==> config.mk <==
export PLATFORM = sky130hd
export DESIGN_NAME = spce_port_regs
export DESIGN_NICKNAME = d
export VERILOG_FILES = /design/src/rtl/spce_pkg.sv /design/src/rtl/spce_port_regs.sv
export VERILOG_INCLUDE_DIRS = /design/src /design/src/rtl
export SDC_FILE = /design/constraint.sdc
export NUM_CORES = 1
export LEC_CHECK = 0
export CAP_MARGIN = 0
export CORE_AREA = 2 2 63 70
export DETAILED_ROUTE_END_ITERATION = 6
export DIE_AREA = 0 0 65 72
export DONT_BUFFER_PORTS = 1
export PLACE_DENSITY_LB_ADDON = 0.15
export SYNTH_ARGS = -nofsm -noshare
export SYNTH_HDL_FRONTEND = slang
export SYNTH_SLANG_ARGS = --single-unit
==> constraint.sdc <==
create_clock -name clk_i -period 1.5 [get_ports clk_i]
set_input_delay 0.3 -clock clk_i [delete_from_list [all_inputs] [get_ports clk_i]]
set_output_delay 0.3 -clock clk_i [all_outputs]
set_load 0.02 [all_outputs]
==> src/rtl/spce_map.svh <==
// spce_map.svh: offsets, field positions, codes and reset values of the
// per-port link control and link error registers.
// assumes: included by the register module by bare name.
//
// What this block does
// - the power transition allow field sits in control bits 11:8 and uses 0h none, 1h no partial, 2h no slumber, 3h neither.
// - the adapter never starts entry into a power state that the allow field disables.
// - a drive request for a disabled power state is answered with PMNAK_P.
// - the power state select field 15:12 and multiplier port field 19:16 read zero and ignore writes.
// - the low sixteen error bits reset to zero and each clears only when software writes a one to it.
// - an internal failure also raises a fatal or a non-fatal port interrupt status event.
// - any protocol violation on the port sets error bit 10.
// - while the detect init field holds 1h the port sends COMRESET, and software holds it there for at least 1 ms.
// - the speed limit field in bits 7:4 means 0h no limit, 1h generation 1 only, 2h at most generation 2.
`ifndef SPCE_MAP_SVH
`define SPCE_MAP_SVH

// ----------------------------------------
// register byte offsets in the port window
// ----------------------------------------
`define SPCE_OFS_LINK_CONTROL 8'h2C
`define SPCE_OFS_LINK_ERROR 8'h30

// ----------------------------------------
// control field layout and codes
// ----------------------------------------
`define SPCE_CTL_RESET 12'h000 // only bits 11:0 are stored
`define SPCE_CTL_WR_MASK 32'h0000_0FFF
`define SPCE_DETECT_INIT_LSB 0
`define SPCE_SPEED_LIMIT_LSB 4
`define SPCE_PWR_ALLOW_LSB 8
`define SPCE_DETECT_INIT_NONE 4'h0
`define SPCE_DETECT_INIT_COMRESET 4'h1
`define SPCE_DETECT_INIT_OFFLINE 4'h4
`define SPCE_PWR_ALLOW_NO_PARTIAL 4'h1
`define SPCE_PWR_ALLOW_NO_SLUMBER 4'h2
`define SPCE_PWR_ALLOW_NO_BOTH 4'h3

// ----------------------------------------
// error field layout
// ----------------------------------------
`define SPCE_ERR_RESET 16'h0000
`define SPCE_ERR_LIVE_MASK 16'h0F03
`define SPCE_ERR_INTERNAL 11
`define SPCE_ERR_PROTOCOL 10
`define SPCE_ERR_PERSIST_COMM 9
`define SPCE_ERR_TRANSIENT_DATA 8
`define SPCE_ERR_RECOV_COMM 1
`define SPCE_ERR_RECOV_DATA 0

`endif

==> src/rtl/spce_pkg.sv <==
// spce_pkg.sv: types shared by the port link register block.
// assumes: single system clock; offsets live in spce_map.svh.
package spce_pkg;
  timeunit 1ns;
  timeprecision 1ps;

  // ----------------------------------------
  // register window access
  // ----------------------------------------
  typedef struct packed {
    logic valid;
    logic write;
    logic [7:0] addr;
    logic [31:0] wdata;
  } spce_reg_req_s;

  // ----------------------------------------
  // hardware error events, one-cycle pulses
  // ----------------------------------------
  typedef struct packed {
    logic mem_abort;
    logic elastic_ovf;
    logic prim_misalign;
    logic sync_fifo_ovf;
    logic internal_other;
    logic protocol;
    logic persist_comm;
    logic transient_data;
    logic recov_comm;
    logic recov_data;
  } spce_err_ev_s;

  // interface power states
  typedef enum logic {
    SPCE_PM_PARTIAL,
    SPCE_PM_SLUMBER
  } spce_pm_kind_e;

  // answer to a drive power request
  typedef enum logic [1:0] {
    SPCE_RPL_IDLE,
    SPCE_RPL_ACK,
    SPCE_RPL_NAK
  } spce_reply_e;

endpackage

==> src/rtl/spce_port_regs.sv <==
// spce_port_regs.sv: per-port link control and link error registers,
// power state gating and the power request answer.
// assumes: register window, link layer and command engine all run on clk_i.
`include "spce_map.svh"

module spce_port_regs (
  input wire logic clk_i,
  input wire logic srst_i,
  input wire spce_pkg::spce_reg_req_s reg_req_i,
  output logic [31:0] rd_data_o,
  output logic rd_valid_o,
  input wire spce_pkg::spce_err_ev_s err_ev_i,
  input wire logic err_fatal_i,
  input wire logic host_pm_req_i,
  input wire spce_pkg::spce_pm_kind_e host_pm_kind_i,
  output logic host_pm_go_o,
  input wire logic dev_pm_req_i,
  input wire spce_pkg::spce_pm_kind_e dev_pm_kind_i,
  output logic pmack_o,
  output logic pmnak_o,
  output logic comreset_o,
  output logic phy_offline_o,
  output logic [3:0] speed_limit_o,
  output logic irq_fatal_set_o,
  output logic irq_nonfatal_set_o
);
  timeunit 1ns;
  timeprecision 1ps;

  // ----------------------------------------
  // helpers
  // ----------------------------------------
  // reserved allow codes are treated as disabling both states
  function automatic logic pm_allowed(input logic [3:0] allow, input spce_pkg::spce_pm_kind_e kind);
    logic blocked;
    blocked = 1'b0;
    case (allow)
      4'h0: blocked = 1'b0;
      `SPCE_PWR_ALLOW_NO_PARTIAL: blocked = (kind == spce_pkg::SPCE_PM_PARTIAL);
      `SPCE_PWR_ALLOW_NO_SLUMBER: blocked = (kind == spce_pkg::SPCE_PM_SLUMBER);
      `SPCE_PWR_ALLOW_NO_BOTH: blocked = 1'b1;
      default: blocked = 1'b1;
    endcase
    return !blocked;
  endfunction

  // ----------------------------------------
  // state
  // ----------------------------------------
  logic [11:0] ctl_reg;
  logic [11:0] ctl_next;
  logic [15:0] err_reg;
  logic [15:0] err_next;
  logic [31:0] rd_data_reg;
  logic [31:0] rd_data_next;
  logic rd_valid_reg;
  logic rd_valid_next;
  logic fatal_reg;
  logic fatal_next;
  logic nonfatal_reg;
  logic nonfatal_next;
  spce_pkg::spce_reply_e reply_reg;
  spce_pkg::spce_reply_e reply_next;

  logic wr_ctl;
  logic wr_err;
  logic rd_ctl;
  logic rd_err;
  logic internal_ev;
  logic [15:0] err_set;
  logic [3:0] pwr_allow;

  // window decode
  assign wr_ctl = reg_req_i.valid && reg_req_i.write && (reg_req_i.addr == `SPCE_OFS_LINK_CONTROL);
  assign wr_err = reg_req_i.valid && reg_req_i.write && (reg_req_i.addr == `SPCE_OFS_LINK_ERROR);
  assign rd_ctl = reg_req_i.valid && !reg_req_i.write && (reg_req_i.addr == `SPCE_OFS_LINK_CONTROL);
  assign rd_err = reg_req_i.valid && !reg_req_i.write && (reg_req_i.addr == `SPCE_OFS_LINK_ERROR);
  assign pwr_allow = ctl_reg[`SPCE_PWR_ALLOW_LSB +: 4];

  // any internal failure source
  assign internal_ev = err_ev_i.mem_abort || err_ev_i.elastic_ovf || err_ev_i.prim_misalign
    || err_ev_i.sync_fifo_ovf || err_ev_i.internal_other;

  // per-bit set vector from hardware events
  always_comb begin
    err_set = 16'h0000;
    err_set[`SPCE_ERR_INTERNAL] = internal_ev;
    err_set[`SPCE_ERR_PROTOCOL] = err_ev_i.protocol;
    err_set[`SPCE_ERR_PERSIST_COMM] = err_ev_i.persist_comm;
    err_set[`SPCE_ERR_TRANSIENT_DATA] = err_ev_i.transient_data;
    err_set[`SPCE_ERR_RECOV_COMM] = err_ev_i.recov_comm;
    err_set[`SPCE_ERR_RECOV_DATA] = err_ev_i.recov_data;
  end

  // ----------------------------------------
  // register next values
  // ----------------------------------------
  always_comb begin
    ctl_next = ctl_reg;
    err_next = err_reg;
    if (wr_ctl) begin
      ctl_next = reg_req_i.wdata[11:0];
    end
    if (wr_err) begin
      err_next = err_reg & ~reg_req_i.wdata[15:0];
    end
    err_next = (err_next | err_set) & `SPCE_ERR_LIVE_MASK;
  end

  // read data, unmapped offsets answer zero
  always_comb begin
    rd_valid_next = reg_req_i.valid && !reg_req_i.write;
    rd_data_next = 32'h0000_0000;
    if (rd_ctl) begin
      rd_data_next = {20'h0_0000, ctl_reg};
    end else if (rd_err) begin
      rd_data_next = {16'h0000, err_reg};
    end
  end

  // interrupt status events accompanying an internal failure
  always_comb begin
    fatal_next = internal_ev && err_fatal_i;
    nonfatal_next = internal_ev && !err_fatal_i;
  end

  // answer to a drive power request
  always_comb begin
    reply_next = spce_pkg::SPCE_RPL_IDLE;
    case (reply_reg)
      spce_pkg::SPCE_RPL_IDLE,
      spce_pkg::SPCE_RPL_ACK,
      spce_pkg::SPCE_RPL_NAK: begin
        if (dev_pm_req_i) begin
          if (pm_allowed(pwr_allow, dev_pm_kind_i)) begin
            reply_next = spce_pkg::SPCE_RPL_ACK;
          end else begin
            reply_next = spce_pkg::SPCE_RPL_NAK;
          end
        end
      end
      default: reply_next = spce_pkg::SPCE_RPL_IDLE;
    endcase
  end

  // ----------------------------------------
  // registers
  // ----------------------------------------
  always_ff @(posedge clk_i) begin
    if (srst_i) begin
      ctl_reg <= `SPCE_CTL_RESET;
      err_reg <= `SPCE_ERR_RESET;
      rd_data_reg <= 32'h0000_0000;
      rd_valid_reg <= 1'b0;
      fatal_reg <= 1'b0;
      nonfatal_reg <= 1'b0;
      reply_reg <= spce_pkg::SPCE_RPL_IDLE;
    end else begin
      ctl_reg <= ctl_next;
      err_reg <= err_next;
      rd_data_reg <= rd_data_next;
      rd_valid_reg <= rd_valid_next;
      fatal_reg <= fatal_next;
      nonfatal_reg <= nonfatal_next;
      reply_reg <= reply_next;
    end
  end

  // ----------------------------------------
  // outputs
  // ----------------------------------------
  assign rd_data_o = rd_data_reg;
  assign rd_valid_o = rd_valid_reg;
  assign host_pm_go_o = host_pm_req_i && pm_allowed(pwr_allow, host_pm_kind_i);
  assign pmack_o = (reply_reg == spce_pkg::SPCE_RPL_ACK);
  assign pmnak_o = (reply_reg == spce_pkg::SPCE_RPL_NAK);
  assign comreset_o = (ctl_reg[`SPCE_DETECT_INIT_LSB +: 4] == `SPCE_DETECT_INIT_COMRESET);
  assign phy_offline_o = (ctl_reg[`SPCE_DETECT_INIT_LSB +: 4] == `SPCE_DETECT_INIT_OFFLINE);
  assign speed_limit_o = ctl_reg[`SPCE_SPEED_LIMIT_LSB +: 4];
  assign irq_fatal_set_o = fatal_reg;
  assign irq_nonfatal_set_o = nonfatal_reg;

  // ----------------------------------------
  // checks
  // ----------------------------------------
  a_no_partial_start: assert property (
    @(posedge clk_i) disable iff (srst_i)
    (host_pm_go_o && host_pm_kind_i == spce_pkg::SPCE_PM_PARTIAL) |-> (pwr_allow == 4'h0 || pwr_allow == 4'h2))
    else $error("partial entry started while disabled");

  a_no_slumber_start: assert property (
    @(posedge clk_i) disable iff (srst_i)
    (host_pm_go_o && host_pm_kind_i == spce_pkg::SPCE_PM_SLUMBER) |-> (pwr_allow == 4'h0 || pwr_allow == 4'h1))
    else $error("slumber entry started while disabled");

  a_nak_disabled_req: assert property (
    @(posedge clk_i) disable iff (srst_i)
    (dev_pm_req_i && pwr_allow == 4'h3) |=> (pmnak_o && !pmack_o))
    else $error("disabled power request not refused");

  a_ack_free_req: assert property (
    @(posedge clk_i) disable iff (srst_i)
    (dev_pm_req_i && pwr_allow == 4'h0) |=> (pmack_o && !pmnak_o))
    else $error("unrestricted power request not accepted");

  a_ctl_ro_zero: assert property (
    @(posedge clk_i) disable iff (srst_i)
    rd_ctl |=> (rd_valid_o && rd_data_o[31:12] == 20'h0_0000))
    else $error("control read-only bits not zero");

  a_err_reset_zero: assert property (
    @(posedge clk_i) disable iff (srst_i)
    $past(srst_i) |-> (err_reg == 16'h0000))
    else $error("error field not zero after reset");

  a_internal_sets: assert property (
    @(posedge clk_i) disable iff (srst_i)
    internal_ev |=> (err_reg[11] && (irq_fatal_set_o != irq_nonfatal_set_o)))
    else $error("internal failure did not set bit 11 and one status event");

  a_status_cause: assert property (
    @(posedge clk_i) disable iff (srst_i)
    (irq_fatal_set_o || irq_nonfatal_set_o) |-> $past(internal_ev) && (irq_fatal_set_o == $past(err_fatal_i)))
    else $error("status event without internal failure");

  a_protocol_sets: assert property (
    @(posedge clk_i) disable iff (srst_i)
    err_ev_i.protocol |=> err_reg[10])
    else $error("protocol violation did not set bit 10");

  a_comreset_follow: assert property (
    @(posedge clk_i) disable iff (srst_i)
    (wr_ctl && reg_req_i.wdata[3:0] == 4'h1) |=> comreset_o ##0 !phy_offline_o)
    else $error("comreset not sent for detect init 1h");

  a_speed_follow: assert property (
    @(posedge clk_i) disable iff (srst_i)
    wr_ctl |=> (speed_limit_o == $past(reg_req_i.wdata[7:4])))
    else $error("speed limit does not follow write");

  a_err_rsvd_zero: assert property (
    @(posedge clk_i) disable iff (srst_i)
    (err_reg[15:12] == 4'h0 && err_reg[7:2] == 6'h00))
    else $error("reserved error bit set");

  a_err_sticky: assert property (
    @(posedge clk_i) disable iff (srst_i)
    (err_reg[11] && !(wr_err && reg_req_i.wdata[11])) || (internal_ev && wr_err) |=> err_reg[11])
    else $error("internal error flag lost");

  a_err_w1c: assert property (
    @(posedge clk_i) disable iff (srst_i)
    (wr_err && reg_req_i.wdata[10] && !err_ev_i.protocol) |=> !err_reg[10])
    else $error("write one did not clear bit 10");

endmodule

Word-level counts from Yosys, hierarchy flattened
Cells that the tools add are included.
Storage, ports and cells
  bits of input ports: 59
  word-level logic and storage cells: 55
  output and inout bits: 44
  bits in registers: 55
Cells by class
  equal/unequal tests: 8
  bitwise operators: 8
  reductions and logical operators: 22
  mux-type cells: 8
Operators with widths (number)
  2-to-1 mux 12 bit: 3
  equality test 8 x 6 -> 1 bit, second input constant: 2
  AND 12 bit: 1
  NOT 12 bit: 1
  OR 12 bit: 1
  logical AND 1 bit: 9
  OR reduction 3 bit: 3
  equality test 4 x 1 -> 1 bit, second input constant: 2
  one-hot mux 1 bit (3 select lines): 2
  NOT 1 bit: 5
  equality test 4 x 2 -> 1 bit, second input constant: 1
  equality test 4 x 3 -> 1 bit, second input constant: 1
  logical NOT 4 bit: 1
  logical OR 1 bit: 4
  logical NOT 1 bit: 3
  equality test 2 x 1 -> 1 bit, second input constant: 1
  equality test 2 bit, second input constant: 1
  logical NOT 2 bit: 1
  2-to-1 mux 1 bit: 2
  2-to-1 mux 2 bit: 1
  OR reduction 2 bit: 1

Logic depth before layout (Yosys ltp)
Gate-level depths: netlist (run 1).
  depth in word-level cells: 5
  mapped depth: 4

Worst setup path before layout (run 1)
No wires, ideal clock.
  path type: input to register
  start: in reg_req_i[33] (netlist bit)
  end: reg ctl_reg[0]
  setup slack: -34 ps
  arrival time: 1462 ps
  cell stages on the path: 4
  required time: 1428 ps
  path buffers: 1
  cells stage by stage: or4_4 -> nor3_4 -> buf_12 -> mux2i_1
On the way
  cells in the longest elaborated chain, start to end: 2
Ends and longest elaborated chain
  from (decl): line spce_port_regs.sv:9  | input wire spce_pkg::spce_reg_req_s reg_req_i,
  equality test 8 x 6 -> 1 bit (no source line)
  logical AND 1 bit: line spce_port_regs.sv:74  | assign wr_ctl = reg_req_i.valid && reg_req_i.write && (reg_req_i.addr == `SPCE_OFS_LINK_CONTROL);
  to (signal assigned): line spce_port_regs.sv:151  | ctl_reg <= `SPCE_CTL_RESET;
  to (signal assigned): line spce_port_regs.sv:159  | ctl_reg <= ctl_next;
  to (decl): line spce_port_regs.sv:50  | logic [11:0] ctl_reg;
No other way between the ends.
A chain may end at the register's enable or synchronous reset.

Worst setup path after layout (run 1)
  start: reg ctl_reg[3]
  end: out phy_offline_o
On the way
  cells in the longest elaborated chain, start to end: 1
Ends and longest elaborated chain
  equality test 4 x 3 -> 1 bit (no source line)
  to (decl): line spce_port_regs.sv:22  | output logic phy_offline_o,
No other way between the ends.

==> impl_metrics.yaml, run 1 <==
status:
  status: "finished, final reports clean"
cts:
  cts_tree: "built"
  clk_latency_ps: 290
  cts.clk_slew.worst_paths_ps: 70
  max-clock-path-buffers: 2
  cts_sinks: 35
  cts-root-buf: "clkbuf_8"
  cts_resized: 1
  cts_made_buffers: 5
  postCtsSetupRepairBufs: 0
  htreeDepth: 2
  hold_buffers: 0
power_and_ir_drop:
  cellPowerDensity_nw_per_um2: 1030
  p_comb_share_pct: 6.5
  internal_power_w: 0.00131
  netSwitchingPower_w: 0.000434
  clockPowerShare_pct: 38.4
  peakVddDrop_v: 0.000310
  p_leak_nw: 0.636
  swShare_pct: 24.9
  pwr-share-seq_pct: 55.1
placed_design:
  place_congestion: 0.786
  post_dp_cell_area_um2: 1590
  numPortBuffers: 0
  pre_cts_ws_ps: 5.89
  dpl.hpwl_um: 2340
floorplan:
  initial_core_util_pct: 41.0
  io_pins: 103
  die-area_um2: 4680
  fp.dieW_um: 65
  row_count: 24
  die_h_um: 72
  coreArea_um2: 3930
critical_path:
  r2r_start: "ctl_reg[8]"
  r2r_setup_slack_ps: 710
  crit_required_ps: 1200
  crit_type: "register to output pin"
  r2r_end: "reply_reg[0]"
  cp_max_fo: 4
  critical_path_arrival_ps: 1130
  startpoint_type: "register"
  endpoint_kind: "output pin"
  rr_worst_depth: 3
cells_and_area:
  area_growth_pct: 5.12
  final_core_util_pct: 43.1
  n_antenna_cell: 0
  nNetsFinal: 228
  register_area_um2: 701
  multi_input_area_um2: 774
  drive_gt1_share_pct: 11.2
  final_cell_area_um2: 1690
  n_fill_cell: 399
route:
  via_per_inst: 4.83
  wirelength_um: 3100
  remaining_drc_errors: 0
  route.vias.total: 1072
  antenna_left: 0
  drtPass1Iterations: 4
  drt_iter0_markers: 66
  routedWlPerCell_um: 14.0
synthesis:
  syn_avg_cell_area_um2: 9.65
  netlist_area_um2: 1610
  synth_cells: 167
  synth_warnings: 0
  synth_seq_cells: 35
  ys_seq_area_share_pct: 43.5
  synth_cell_types: 27
timing:
  setup_tns_ps: 0
  worst_slack_ps: 71.9
  fin_crit_ps: 1430
  finalClockSkew_ps: 6.22
  maxSlewViolCount: 0
  finalSetupViolCount: 0
  fmax_mhz: 700
  fin_crit_sh_pct: 95.2
  hold_viol_final: 0
job:
  drv_cap: 0
hold_path:
  hold_depth: 1
  hold_path_end: "err_reg[8]"
  hp-start: "srst_i"
  min_path_type: "primary input to register"
global_routing:
  grt_pass1_wl_um: 4820
  grt-ovfl-total: 0
  grt_max_degree: 34
  grt_pass1_vias: 1033
  grt_antenna_before_repair: 0
  grt.total_usage_pct: 13.8
cell families after synthesis:
| group | count (synthesis) | synth area share [%] |
|---|---|---|
| AOI/OAI and AO/OA | 14 | 6.60 |
| buffers and inverters | 32 | 14.1 |
| DFF | 35 | 43.5 |
| muxes | 14 | 8.70 |
| other | 1 | 0.233 |
| and+or+nand+nor | 71 | 26.9 |
Yosys cell counts:
cell,n,area (µm²)
o21ai_0,1,5.00
nor3b_1,2,15.0
a21oi_1,1,5.00
conb_1,1,3.75
and3_1,1,6.26
a22oi_1,6,45.0
mux2i_1,14,140
nand2_1,3,11.3
nor4bb_1,1,10.0
and4b_1,1,10.0
inv_1,2,7.51
or4_1,1,7.51
and2_1,6,37.5
buf_12,1,20.0
o21bai_1,1,7.51
nor2_1,16,60.1
a311oi_1,5,43.8
nor4b_1,3,26.3
clkbuf_1,5,18.8
nand3b_1,1,7.51
nor3_4,1,16.3
nand2b_1,26,163
buf_4,24,180
dfxtp_1,35,701
or4_4,1,11.3
nand4b_1,1,8.76
nor2b_1,7,43.8
cell type report:
class                           instances  area share [%]
Multi-Input combinational cell        119            45.7
Timing Repair Buffer                    6            3.40
Clock inverter                          3            1.18
Sequential cell                        35            41.4
Inverter                                2           0.443
Tap cell                               52            3.84
Clock buffer                            5            4.06
power groups by stage:
stage / Combinational [W] / Sequential (W) / Clock, W
after detailed placement: 0.000111 / 0.000982 / 0
after floorplan: 0.000150 / 0.000979 / 0
final: 0.000112 / 0.000960 / 0.000669
after CTS: 0.000112 / 0.000960 / 0.000687
after global routing: 0.000123 / 0.000962 / 0.000735
after global placement: 0.000110 / 0.000981 / 0
layer usage:
layer	wire length (µm)	track usage (%)	share of wire, %	vias up
met5	0	0	0	-
met4	78	8.75	2.5	0
met3	327	6.05	11	6
met2	1560	22.5	50	54
met1	1130	14.6	36	494
li1	-	-	-	518
critical path, stage by stage (launching register included):
cell and delay (ps):
dfxtp_1 350, nor4b_2 300, buf_4 190
per-stage QoR:
stage / power (W) / hold slack (ps) / instances
floorplan: 0.00113 / 372 / 186
global placement: 0.00109 / 375 / 214
detailed placement: 0.00109 / 377 / 214
CTS: 0.00176 / 61.2 / 222
global route: 0.00182 / 50.5 / 222
finish: 0.00174 / 71.9 / 222
worst max path at each step:
stage                     cells past startpoint       endpoint           from  slack (ps)
after floorplan                               4     ctl_reg[0]  reg_req_i[33]          20
after global placement                        3    err_reg[11]  reg_req_i[33]          20
after detailed placement                      4     ctl_reg[3]  reg_req_i[33]           6
after CTS                                     2  phy_offline_o     ctl_reg[3]          70
after global routing                          2  phy_offline_o     ctl_reg[3]          -9
final                                         2  phy_offline_o     ctl_reg[3]          70
layout by cell type, fill, tap and decap left out, drive strengths merged:
cell type and instances:
dfxtp 35, conb 20, nand2b 26, nor4b 3
or4 2, inv 2, buf 6, nor3b 2
a21oi 1, a311oi 5, nor2b 7, a22oi 6
clkinv 1, nor3 1, mux2i 14, nand4b 1
nor4bb 1, nor2 16, clkinvlp 2, nand2 3
nand3b 1, clkbuf 5, and2 6, and4b 1
and3 1, o21bai 1, o21ai 1
Power figures use the tool's default switching activity.
==> run 2, diff against run 1 <==
- clock period: 1.5 -> 1.45 ns (I/O delays scaled with it)
==> run 2 against run 1 <==
  * Sequential power is 3.4% higher
  * Sequential share of layout area barely moved
  * Worst setup slack lost 17 ps
  * Largest cell class unchanged
  * Highest routed layer unchanged
==> impl_metrics.yaml, run 2 (synthesis gave the netlist of run 1 again) <==
placed_design:
  dpl.hpwl_um: 2330
  dp_cells: 214
  numPortBuffers: 0
  place_congestion: 0.787
status:
  status: "finished, final reports clean"
critical_path:
  endpoint_kind: "output pin"
  startpoint_type: "register"
  rr_worst_depth: 2
  cp_max_fo: 4
  crit_type: "register to output pin"
  crit_required_ps: 1160
  critical_path_arrival_ps: 1100
global_routing:
  grt_antenna_before_repair: 0
  grt-ovfl-total: 0
  grt_pass1_vias: 1017
  grt.total_usage_pct: 13.1
  grt_max_degree: 34
  grt_pass1_wl_um: 4600
cells_and_area:
  area_growth_pct: 5.28
  final_core_util_pct: 43.1
  final_common_cell: "dfxtp_1"
  final_cell_mix: "dfxtp_1, nand2b_1, conb_1"
  nNetsFinal: 228
  n_antenna_cell: 0
  drive_gt1_share_pct: 12.4
  fin_cells: 222
route:
  routedWlPerCell_um: 14.2
  remaining_drc_errors: 0
  drtPass1Iterations: 4
  route.vias.total: 1070
  antenna_left: 0
  wirelength_um: 3150
  drt_iter0_markers: 35
  via_per_inst: 4.82
timing:
  finalSetupViolCount: 0
  fin_crit_sh_pct: 96.2
  fin_crit_ps: 1390
  fmax_mhz: 717
  fin_hold_ws_ps: 63.9
  maxSlewViolCount: 0
  hold_viol_final: 0
  finalClockSkew_ps: 5.23
  setup_tns_ps: 0
floorplan:
  initial_core_util_pct: 41.0
  die_h_um: 72
  row_count: 24
  die-area_um2: 4680
  fp.dieW_um: 65
  coreArea_um2: 3930
  io_pins: 103
cts:
  cts.clk_slew.worst_paths_ps: 70
  htreeDepth: 2
  cts_tree: "built"
  cts_sinks: 35
  hold_buffers: 0
  clk_latency_ps: 290
  max-clock-path-buffers: 2
  cts_made_buffers: 5
  cts-root-buf: "clkbuf_8"
power_and_ir_drop:
  peakVddDrop_v: 0.000290
  power_w: 0.00181
  cellPowerDensity_nw_per_um2: 1070
  p_leak_nw: 0.637
job:
  drv_cap: 0
hold_path:
  hold_depth: 1
  min_path_type: "primary input to register"
run 2: changes by cell type in the layout (fill, tap and decap cells not counted):
cell / previous run / this run
and3_1: 1 / 0
dfxtp_1: 35 / 34
and3_2: 0 / 1
dfxtp_2: 0 / 1
run 2: final cells by class:
type	instances	area, µm²
multi-input combinational	119	776
fill	400	2240
clock buffer	5	68.8
timing repair buffer	6	57.6
sequential	35	702
clock inverter	3	20.0
tap	52	65.1
inverter	2	7.51
run 2: path summary, 6_finish.rpt:
| check | start | to | slack (ps) |
|---|---|---|---|
| min reg2reg | err_reg[9] | err_reg[9] | 500 |
| max reg2reg | ctl_reg[7] | ctl_reg[7] | 690 |
| min | srst_i | err_reg[8] | 60 |
| max | ctl_reg[2] | comreset_o | 60 |
run 2: what timing repair did:
item / CTS / global route
resized for setup: 1 / 3
pin swaps: 0 / 1
endpoints found under the setup margin: 1 / 3
hold endpoints to repair: 0 / 0
buffers inserted: 0 / 0
run 2: per-layer routing:
layer / routed length, µm / GRT usage [%] / vias to the layer above / share of wire [%]
met5: 0 / 0 / - / 0
met4: 55 / 7.09 / 0 / 1.7
met3: 305 / 5.58 / 4 / 9.7
met2: 1640 / 23.1 / 53 / 52
met1: 1150 / 13.0 / 494 / 37
li1: - / - / 519 / -
run 2: report_power, final:
| part | total (W) | internal, W | switching (W) |
|---|---|---|---|
| registers | 0.000993 | 0.000979 | 0.0000142 |
| clock network | 0.000698 | 0.000334 | 0.000364 |
| logic | 0.000116 | 0.0000407 | 0.0000756 |
| total | 0.00181 | 0.00135 | 0.000454 |
run 2: metrics by stage:
step	instance area (µm²)	worst slack, ps
after floorplan	1680	-24.0
after global placement	1590	-19.9
after detailed placement	1590	-39.2
after CTS	1690	31.8
after global routing	1700	-11.1
final	1700	55.1
run 2: worst max-delay path, stage by stage (launching register included):
cell and delay [ps]:
dfxtp_1 340, nor4b_2 290, buf_4 180
